File: src/shared/sjt_pkg.sv
package sjt_pkg;
  localparam int IR_W = 3;
  localparam int ID_W = 32;
  localparam int BSR_W = 136;
  localparam int BSR_OE_B = 49;
  localparam int BSR_OE_A = 50;
  localparam logic [2:0] IR_EXTEST = 3'h0;
  localparam logic [2:0] IR_IDCODE = 3'h1;
  localparam logic [2:0] IR_SAMPLEZ = 3'h2;
  localparam logic [2:0] IR_SAMPLE = 3'h4;
  localparam logic [2:0] IR_BYPASS = 3'h7;
  localparam logic [1:0] IR_CAPTURE_LSB = 2'h1;
  localparam int TLR_ONES = 5;

  // tap controller states, gray-coded along the data-register path
  typedef enum logic [3:0] {
    ST_TLR = 4'h0,
    ST_RTI = 4'h1,
    ST_SEL_DR = 4'h3,
    ST_CAP_DR = 4'h2,
    ST_SH_DR = 4'h6,
    ST_EX1_DR = 4'h7,
    ST_PAU_DR = 4'h5,
    ST_EX2_DR = 4'h4,
    ST_UPD_DR = 4'hc,
    ST_SEL_IR = 4'hd,
    ST_CAP_IR = 4'hf,
    ST_SH_IR = 4'he,
    ST_EX1_IR = 4'ha,
    ST_PAU_IR = 4'hb,
    ST_EX2_IR = 4'h9,
    ST_UPD_IR = 4'h8
  } sjt_state_t;

  typedef struct packed {
    logic tck;
    logic tms;
    logic tdi;
    logic trst_n;
  } sjt_pins_t;
endpackage

File: src/core/sjt_tap.sv
`timescale 1ns/1ps
module sjt_tap
  import sjt_pkg::*;
#(
  parameter logic [ID_W-1:0] ID_VALUE = 32'h00000001 // arbitrary value, bit 0 set for presence
) (
  input wire logic CLK,
  input wire logic SRST,
  input wire logic TCK,
  input wire logic TMS,
  input wire logic TDI,
  input wire logic TRST_N,
  input wire logic [BSR_W-1:0] PIN_SNAPSHOT,
  output logic TDO,
  output logic TDO_OE_N,
  output logic [BSR_W-1:0] BSR_PARALLEL,
  output logic EXTEST_ACTIVE,
  output logic PORT_A_DATA_BUS_DRIVE,
  output logic PORT_B_DATA_BUS_DRIVE,
  output logic PORT_ENABLE_PIN_N_DRIVE,
  output logic SRAM_OUTPUTS_HIGHZ,
  output logic [IR_W-1:0] CURRENT_INSTR
);
  // ************************************************
  // pin synchronisers and tck edges
  // ************************************************
  sjt_pins_t pins_m, pins_s;
  logic tck_d;
  // the sram side runs on its own clock, so the snapshot is synchronised too
  logic [BSR_W-1:0] snap_m, snap_s;
  always_ff @(posedge CLK) begin
    if (SRST) begin
      pins_m <= '{tck: 1'b0, tms: 1'b1, tdi: 1'b1, trst_n: 1'b1};
      pins_s <= '{tck: 1'b0, tms: 1'b1, tdi: 1'b1, trst_n: 1'b1};
      tck_d <= 1'b0;
      snap_m <= '0;
      snap_s <= '0;
    end else begin
      pins_m <= '{tck: TCK, tms: TMS, tdi: TDI, trst_n: TRST_N};
      pins_s <= pins_m;
      tck_d <= pins_s.tck;
      snap_m <= PIN_SNAPSHOT;
      snap_s <= snap_m;
    end
  end
  logic tck_rise, tck_fall;
  assign tck_rise = pins_s.tck && !tck_d;
  assign tck_fall = !pins_s.tck && tck_d;

  sjt_state_t state;
  sjt_fsm u_fsm (
    .clk(CLK),
    .srst(SRST),
    .tck_rise(tck_rise),
    .tms(pins_s.tms),
    .trst_n(pins_s.trst_n),
    .state(state)
  );

  // ************************************************
  // instruction and data registers
  // ************************************************
  function automatic logic sel_bsr(input logic [IR_W-1:0] ir);
    sel_bsr = (ir == IR_EXTEST) || (ir == IR_SAMPLEZ) || (ir == IR_SAMPLE);
  endfunction

  logic [IR_W-1:0] ir_sh, ir, next_ir_sh, next_ir;
  logic [ID_W-1:0] id_sh, next_id_sh;
  logic byp, next_byp;
  logic [BSR_W-1:0] bsr, next_bsr, upd, next_upd;
  logic out_bit, next_out_bit, tdo_q, next_tdo, oe_n, next_oe_n;
  logic sh_now;
  assign sh_now = tck_rise && (state == ST_SH_DR);

  always_comb begin
    next_ir_sh = ir_sh;
    next_ir = ir;
    next_id_sh = id_sh;
    next_byp = byp;
    next_bsr = bsr;
    next_upd = upd;
    if (state == ST_TLR) begin
      next_ir = IR_IDCODE;
      next_upd[BSR_OE_A] = 1'b0;
      next_upd[BSR_OE_B] = 1'b0;
    end
    if (tck_rise) begin
      case (state)
        ST_CAP_IR: next_ir_sh = {ir[IR_W-1:2], IR_CAPTURE_LSB};
        ST_SH_IR: next_ir_sh = {pins_s.tdi, ir_sh[IR_W-1:1]};
        ST_UPD_IR: next_ir = ir_sh;
        ST_CAP_DR: begin
          next_id_sh = ID_VALUE;
          next_byp = 1'b0;
          next_bsr = snap_s;
        end
        ST_SH_DR: begin
          if (ir == IR_IDCODE) begin
            next_id_sh = {pins_s.tdi, id_sh[ID_W-1:1]};
          end else if (sel_bsr(ir)) begin
            next_bsr = {pins_s.tdi, bsr[BSR_W-1:1]};
          end else begin
            next_byp = pins_s.tdi;
          end
        end
        ST_UPD_DR: if (sel_bsr(ir)) next_upd = bsr;
        default: ;
      endcase
    end
  end

  // what tdo shows next, chosen from the lsb of the selected register
  always_comb begin
    next_out_bit = ir_sh[0];
    if (state == ST_SH_DR) begin
      if (ir == IR_IDCODE) next_out_bit = id_sh[0];
      else if (sel_bsr(ir)) next_out_bit = bsr[0];
      else next_out_bit = byp;
    end
    next_tdo = tdo_q;
    next_oe_n = oe_n;
    // tdo only updates on the falling tck edge
    if (tck_fall) begin
      next_tdo = out_bit;
      next_oe_n = !((state == ST_SH_DR) || (state == ST_SH_IR));
    end
  end

  always_ff @(posedge CLK) begin
    if (SRST) begin
      ir_sh <= IR_IDCODE;
      ir <= IR_IDCODE;
      id_sh <= '0;
      byp <= 1'b0;
      bsr <= '0;
      upd <= '0;
      out_bit <= 1'b0;
      tdo_q <= 1'b0;
      oe_n <= 1'b1;
    end else begin
      ir_sh <= next_ir_sh;
      ir <= next_ir;
      id_sh <= next_id_sh;
      byp <= next_byp;
      bsr <= next_bsr;
      upd <= next_upd;
      out_bit <= next_out_bit;
      tdo_q <= next_tdo;
      oe_n <= next_oe_n;
    end
  end
  assign TDO = tdo_q;
  assign TDO_OE_N = oe_n;

  // ************************************************
  // output control
  // ************************************************
  // registered copies keep every top output on a flip-flop
  logic drv_a, drv_b, hiz, ext;
  always_ff @(posedge CLK) begin
    if (SRST) begin
      drv_a <= 1'b1;
      drv_b <= 1'b1;
      hiz <= 1'b0;
      ext <= 1'b0;
      BSR_PARALLEL <= '0;
    end else begin
      ext <= (ir == IR_EXTEST);
      hiz <= (ir == IR_SAMPLEZ);
      // high-z sample overrides every driver regardless of cells;
      // otherwise ports stay enabled unless extest holds an enable cell low
      drv_a <= (ir != IR_SAMPLEZ) && ((ir != IR_EXTEST) || upd[BSR_OE_A]);
      drv_b <= (ir != IR_SAMPLEZ) && ((ir != IR_EXTEST) || upd[BSR_OE_B]);
      BSR_PARALLEL <= upd;
    end
  end
  assign EXTEST_ACTIVE = ext;
  assign SRAM_OUTPUTS_HIGHZ = hiz;
  assign PORT_A_DATA_BUS_DRIVE = drv_a;
  assign PORT_B_DATA_BUS_DRIVE = drv_b;
  assign PORT_ENABLE_PIN_N_DRIVE = drv_a;
  assign CURRENT_INSTR = ir;

  // ************************************************
  // checks
  // ************************************************
  property p_tlr_idcode;
    @(posedge CLK) disable iff (SRST) state == ST_TLR |=> ir == IR_IDCODE;
  endproperty
  a_tlr_idcode: assert property (p_tlr_idcode) else $error("ir not idcode after reset state");
  property p_tlr_oe;
    @(posedge CLK) disable iff (SRST) state == ST_TLR |=> !upd[BSR_OE_A] && !upd[BSR_OE_B];
  endproperty
  a_tlr_oe: assert property (p_tlr_oe) else $error("enable latches not cleared");
  property p_capir;
    @(posedge CLK) disable iff (SRST) (tck_rise && state == ST_CAP_IR) |=> ir_sh[1:0] == IR_CAPTURE_LSB;
  endproperty
  a_capir: assert property (p_capir) else $error("capture-ir pattern wrong");
  property p_capid;
    @(posedge CLK) disable iff (SRST) (tck_rise && state == ST_CAP_DR) |=> id_sh == ID_VALUE;
  endproperty
  a_capid: assert property (p_capid) else $error("id not captured");
  property p_capbsr;
    @(posedge CLK) disable iff (SRST) (tck_rise && state == ST_CAP_DR) |=> bsr == $past(snap_s);
  endproperty
  a_capbsr: assert property (p_capbsr) else $error("snapshot not captured");
  property p_hiz;
    @(posedge CLK) disable iff (SRST) ir == IR_SAMPLEZ |=>
      !PORT_A_DATA_BUS_DRIVE && !PORT_B_DATA_BUS_DRIVE && !PORT_ENABLE_PIN_N_DRIVE;
  endproperty
  a_hiz: assert property (p_hiz) else $error("outputs not high-z");
  property p_ext_oe;
    @(posedge CLK) disable iff (SRST) (ir == IR_EXTEST && $stable(ir)) |=> drv_b == $past(upd[BSR_OE_B]);
  endproperty
  a_ext_oe: assert property (p_ext_oe) else $error("enable cell not obeyed");
  property p_tdo_fall;
    @(posedge CLK) disable iff (SRST) !tck_fall |=> $stable(tdo_q);
  endproperty
  a_tdo_fall: assert property (p_tdo_fall) else $error("tdo moved off falling edge");
  property p_upd;
    @(posedge CLK) disable iff (SRST) (tck_rise && state == ST_UPD_DR && sel_bsr(ir)) |=> upd == $past(bsr);
  endproperty
  a_upd: assert property (p_upd) else $error("update-dr latch missed");
endmodule // sjt_tap

File: src/core/sjt_fsm.sv
`timescale 1ns/1ps
module sjt_fsm
  import sjt_pkg::*;
(
  input wire logic clk,
  input wire logic srst,
  input wire logic tck_rise,
  input wire logic tms,
  input wire logic trst_n,
  output sjt_state_t state
);
  sjt_state_t next_state;

  // standard sixteen-state controller
  always_comb begin
    next_state = state;
    if (!trst_n) begin
      next_state = ST_TLR;
    end else if (tck_rise) begin
      case (state)
        ST_TLR: next_state = tms ? ST_TLR : ST_RTI;
        ST_RTI: next_state = tms ? ST_SEL_DR : ST_RTI;
        ST_SEL_DR: next_state = tms ? ST_SEL_IR : ST_CAP_DR;
        ST_CAP_DR: next_state = tms ? ST_EX1_DR : ST_SH_DR;
        ST_SH_DR: next_state = tms ? ST_EX1_DR : ST_SH_DR;
        ST_EX1_DR: next_state = tms ? ST_UPD_DR : ST_PAU_DR;
        ST_PAU_DR: next_state = tms ? ST_EX2_DR : ST_PAU_DR;
        ST_EX2_DR: next_state = tms ? ST_UPD_DR : ST_SH_DR;
        ST_UPD_DR: next_state = tms ? ST_SEL_DR : ST_RTI;
        ST_SEL_IR: next_state = tms ? ST_TLR : ST_CAP_IR;
        ST_CAP_IR: next_state = tms ? ST_EX1_IR : ST_SH_IR;
        ST_SH_IR: next_state = tms ? ST_EX1_IR : ST_SH_IR;
        ST_EX1_IR: next_state = tms ? ST_UPD_IR : ST_PAU_IR;
        ST_PAU_IR: next_state = tms ? ST_EX2_IR : ST_PAU_IR;
        ST_EX2_IR: next_state = tms ? ST_UPD_IR : ST_SH_IR;
        ST_UPD_IR: next_state = tms ? ST_SEL_DR : ST_RTI;
        default: next_state = ST_TLR;
      endcase
    end
  end

  always_ff @(posedge clk) begin
    if (srst) begin
      state <= ST_TLR;
    end else begin
      state <= next_state;
    end
  end

  // five rising edges with tms high always reach test-logic-reset
  logic [2:0] ones;
  always_ff @(posedge clk) begin
    if (srst || !tms) begin
      ones <= 3'h0;
    end else if (tck_rise && ones != 3'h7) begin
      ones <= ones + 3'h1;
    end
  end
  property p_tms_reset;
    @(posedge clk) disable iff (srst) (ones == 3'(TLR_ONES) && trst_n) |-> state == ST_TLR;
  endproperty
  a_tms_reset: assert property (p_tms_reset) else $error("five tms highs did not reset tap");
endmodule // sjt_fsm

File: config.mk
export PLATFORM = sky130hd
export DESIGN_NAME = sjt_tap
export DESIGN_NICKNAME = d
export VERILOG_FILES = /design/src/shared/sjt_pkg.sv /design/src/core/sjt_tap.sv /design/src/core/sjt_fsm.sv
export SDC_FILE = /design/constraint.sdc
export NUM_CORES = 1
export LEC_CHECK = 0
export BUFFER_PORTS_ARGS = -buffer_cell sky130_fd_sc_hd__buf_2
export CORE_MARGIN = 8
export CORE_UTILIZATION = 51
export DETAILED_ROUTE_END_ITERATION = 12
export GPL_ROUTABILITY_DRIVEN = 0
export PLACE_DENSITY_LB_ADDON = 0.3
export SLEW_MARGIN = 5
export SYNTH_ARGS = -nofsm -noshare
export SYNTH_HDL_FRONTEND = slang
export SYNTH_SLANG_ARGS = --single-unit
export TNS_END_PERCENT = 100
File: constraint.sdc
create_clock -name CLK -period 1.4 [get_ports CLK]
set_input_delay 0.07 -clock CLK [delete_from_list [all_inputs] [get_ports CLK]]
set_output_delay 0.07 -clock CLK [all_outputs]
set_load 0.01 [all_outputs]
==> results_dict.tcl <==
set metrics [dict create \
    outcome "finished with violations" \
    violations "negative setup slack" \
    worst_slack_ns -0.3114 \
    combPwrFrac_pct 3.4 \
    place_ws_ns -0.2588 \
    muxShareOfSynthArea_pct 0.1258 \
    critPathKind "flop to flop" \
    multi_input_area_mm2 0.008877 \
    r2r-end "bsr[51]$_SDFFE_PP0P_" \
    clockBufferDepth 3 \
    grt_max_degree 84 \
    ys_ff_latch 739 \
    pin_count 288 \
    drc 0 \
    final_nets 3137 \
    ir_drop_mv 1.139 \
    die_h_um 232.4 \
    whs_ns 0.2139 \
    worst_pin_slew_ns 0.4634 \
    synth-simple-area-share_pct 24.14 \
    async_flop_share_pct 0 \
    grtUsageTotal_pct 21.39 \
    grt_overflow 0 \
    synth_nets 2638 \
    grt_pass1_wl_mm 94.76 \
    period_needed_ns 1.711 \
    cts-root-buf "clkbuf_16" \
    pwr_density_cell_mw_per_mm2 1285 \
    layout_common_cells "732 x dfxtp_1, 561 x nand2_1, 414 x nor2b_1" \
    regArea_mm2 0.01482 \
    synth_top_family_by_area "simple AND/OR/NAND/NOR gates" \
    ant_nets 0 \
    finalCritPeriodShare_pct 122.2 \
    r2r_cells 6 \
    setup_viol 311 \
    dp_cells 3309 \
    holdPathEnd "snap_m[121]$_SDFF_PP0_" \
    dieArea_mm2 0.05400 \
    drt_iter0_markers 1220 \
    synth-main-ff-cell "dfxtp_1" \
    wl_per_cell_um 18.00 \
    clk_pin_slew_ns 0.06 \
    stdcell_count 3658 \
    synth_xor_area_share_pct 0.03668 \
    synth_compound_area_share_pct 10.05 \
    via_per_inst 5.222 \
    yosysWarningCount 0 \
    grt_pass1_vias 18480 \
    cts_sinks 739 \
    synth-edff-count 0 \
    yosys.cell_types.count 46 \
    io_buffer_count 287 \
    yosysSeqAreaShare_pct 61.96 \
    initial_core_util_pct 51.50 \
    r2r-start "CURRENT_INSTR[2]$_SDFF_PP0_" \
    p_leak_nw 12.48 \
    area_delta_synth_final_pct 37.11 \
    crit_chain "a21oi_4 -> o2111a_4 -> buf_16 -> buf_6 -> nor2_1 -> a311oi_1" \
    hpwl_mm 34.69 \
    final_common_cell "dfxtp_1" \
    hold_depth 3 \
    clockPowerShare_pct 45.5 \
    drtPass1Iterations 5 \
    synth_area_mm2 0.02388 \
    slowest_stage "dfxtp_4" \
    fmax_mhz 584.3 \
    min_path_type "input port to flop" \
    clk_latency_ns 0.60 \
    synthesis.instances 2496 \
    report.final.slew_viol_count 0 \
    switching_share_pct 20.58 \
    antenna_found_initial 1 \
    core_region_area_mm2 0.04636 \
    cpPeakStageDelay_ns 0.36 \
    report.final.hold_viol_count 0 \
    synth_fa_ha_area_share_pct 0.04192 \
    maxCapViolCount 0 \
    cp_max_fo 9 \
    avgSynthCellArea_um2 9.566 \
    critPathArrivalTime_ns 2.20 \
    rows 79 \
    critPathBufInv 2 \
    synth_top_area_share_pct 61.96 \
    rrSetupSlack_ns -0.31 \
    intPower_w 0.03341 \
    yosys.area.top_type "dfxtp_1" \
    power_frac_seq_pct 51.1 \
    rsz0062_at_grt "true" \
    worstSetupStartpointType "flop" \
    cp_top_family "compound AO/OA/AOI/OAI gates" \
    cts_tree "yes" \
    maxSlewHeadroom_pct 69.10 \
    worstHoldStart "PIN_SNAPSHOT[121]" \
    fill_cells 3182 \
    crit_required_ns 1.89 \
    cts_made_buffers 73 \
    p_sw_w 0.008659 \
    drive_gt1_share_pct 24.47 \
    routed_wl_mm 65.85 \
    vias 19100 \
    fin_worst_skew_ns 0.02081 \
    synthTopCellsByArea "dfxtp_1 62%, nor2b_1 11%, nand2_1 9.1%" \
    die_width_um 232.4 \
    htreeDepth 3 \
    cp-end-kind "flop" \
]
-- worst min-delay path: stages --
cell and delay, ns:
dlygate4sd3_1 0.51, buf_2 0.09, nor2b_1 0.10
-- sequential cells by signal (all words and copies together) (netlist names) --
| signal | count |
|---|---|
| snap_m | 136 |
| pins_s | 4 |
| byp | 1 |
| tck_d | 1 |
| snap_s | 136 |
| TDO_OE_N | 1 |
| BSR_PARALLEL | 136 |
| out_bit | 1 |
| u_fsm.state | 4 |
| upd | 136 |
| PORT_B_DATA_BUS_DRIVE | 1 |
| SRAM_OUTPUTS_HIGHZ | 1 |
| CURRENT_INSTR | 3 |
| EXTEST_ACTIVE | 1 |
| pins_m | 4 |
| ir_sh | 3 |
| id_sh | 32 |
| TDO | 1 |
| PORT_A_DATA_BUS_DRIVE | 1 |
| bsr | 136 |
-- stage by stage --
step | utilization [%] | setup TNS (ns) | instance area (um2) | power [W]
floorplan | - | -4.163 | 24100 | 0.02252
global placement | 57.36 | -40.15 | 26590 | 0.02301
detailed placement | 57.36 | -51.67 | 26590 | 0.02303
CTS | 67.72 | -54.76 | 31390 | 0.04229
global route | 70.61 | -79.55 | 32730 | 0.04342
finish | 70.62 | -63.23 | 32740 | 0.04206
-- kinds of logic after synthesis --
kind of cell               count (synthesis)
AOI/OAI and AO/OA                        340
muxes                                      3
adders and majority gates                  1
buffers and inverters                    196
and+or+nand+nor                         1216
DFF                                      739
xor gates and xnor gates                   1
-- power by group through the flow --
| stage | registers, W | logic (W) | clock network, W |
|---|---|---|---|
| floorplan | 0.0219 | 0.000603 | 0 |
| global placement | 0.0220 | 0.00105 | 0 |
| detailed placement | 0.0220 | 0.00107 | 0 |
| CTS | 0.0215 | 0.00140 | 0.0194 |
| global route | 0.0215 | 0.00156 | 0.0203 |
| finish | 0.0215 | 0.00144 | 0.0191 |
-- layout make-up --
class	count	area share, %
clock inverter	14	0.3325
tap	607	2.320
timing repair buffer	615	18.00
clock buffer	115	6.883
inverter	5	0.05733
multi-input combinational	1561	27.12
sequential	739	45.27
antenna	2	0.01529
-- layer usage --
metal | global-route usage (%) | share of wire [%] | vias to the layer above
met5 | 0 | 0.020 | -
met4 | 9.325 | 3.4 | 2
met3 | 4.811 | 6.6 | 146
met2 | 36.18 | 49 | 669
met1 | 25.92 | 41 | 9133
li1 | - | - | 9152
-- how the worst max path moves through the flow --
stage | start | endpoint | slack, ns | cells after the start
floorplan | u_fsm.state[0]$_SDFFE_PP0P_ | bsr[100]$_SDFFE_PP0P_ | -0.04 | 7
global placement | u_fsm.state[0]$_SDFFE_PP0P_ | bsr[115]$_SDFFE_PP0P_ | -0.19 | 6
detailed placement | CURRENT_INSTR[1]$_SDFF_PP0_ | bsr[45]$_SDFFE_PP0P_ | -0.26 | 6
CTS | CURRENT_INSTR[2]$_SDFF_PP0_ | bsr[115]$_SDFFE_PP0P_ | -0.25 | 7
global route | CURRENT_INSTR[2]$_SDFF_PP0_ | bsr[51]$_SDFFE_PP0P_ | -0.36 | 6
finish | CURRENT_INSTR[2]$_SDFF_PP0_ | bsr[51]$_SDFFE_PP0P_ | -0.31 | 6
-- Yosys cell counts (all sizes together) (2+ instances only) --
cell type  count
dfxtp        739
nand2        579
nor2b        415
a21oi        174
nor2         151
a311oi       137
clkbuf       115
buf           76
nand3         34
o21ai         12
nor3           7
or2            6
inv            5
nand2b         5
and2           4
nor4           4
mux2i          3
nand3b         3
a21boi         2
a21o           2
a222oi         2
and4           2
nor3b          2
o2111a         2
o2111ai        2
-- what timing repair did --
item,in CTS,in global routing
buffers inserted,15,14
pin swaps,49,59
endpoints found under the hold margin,170,0
gates resized for setup,69,139
hold buffers,142,0
setup endpoints to repair,312,314
gates cloned,20,28
Note: power is estimated with default switching activity, not from simulation.
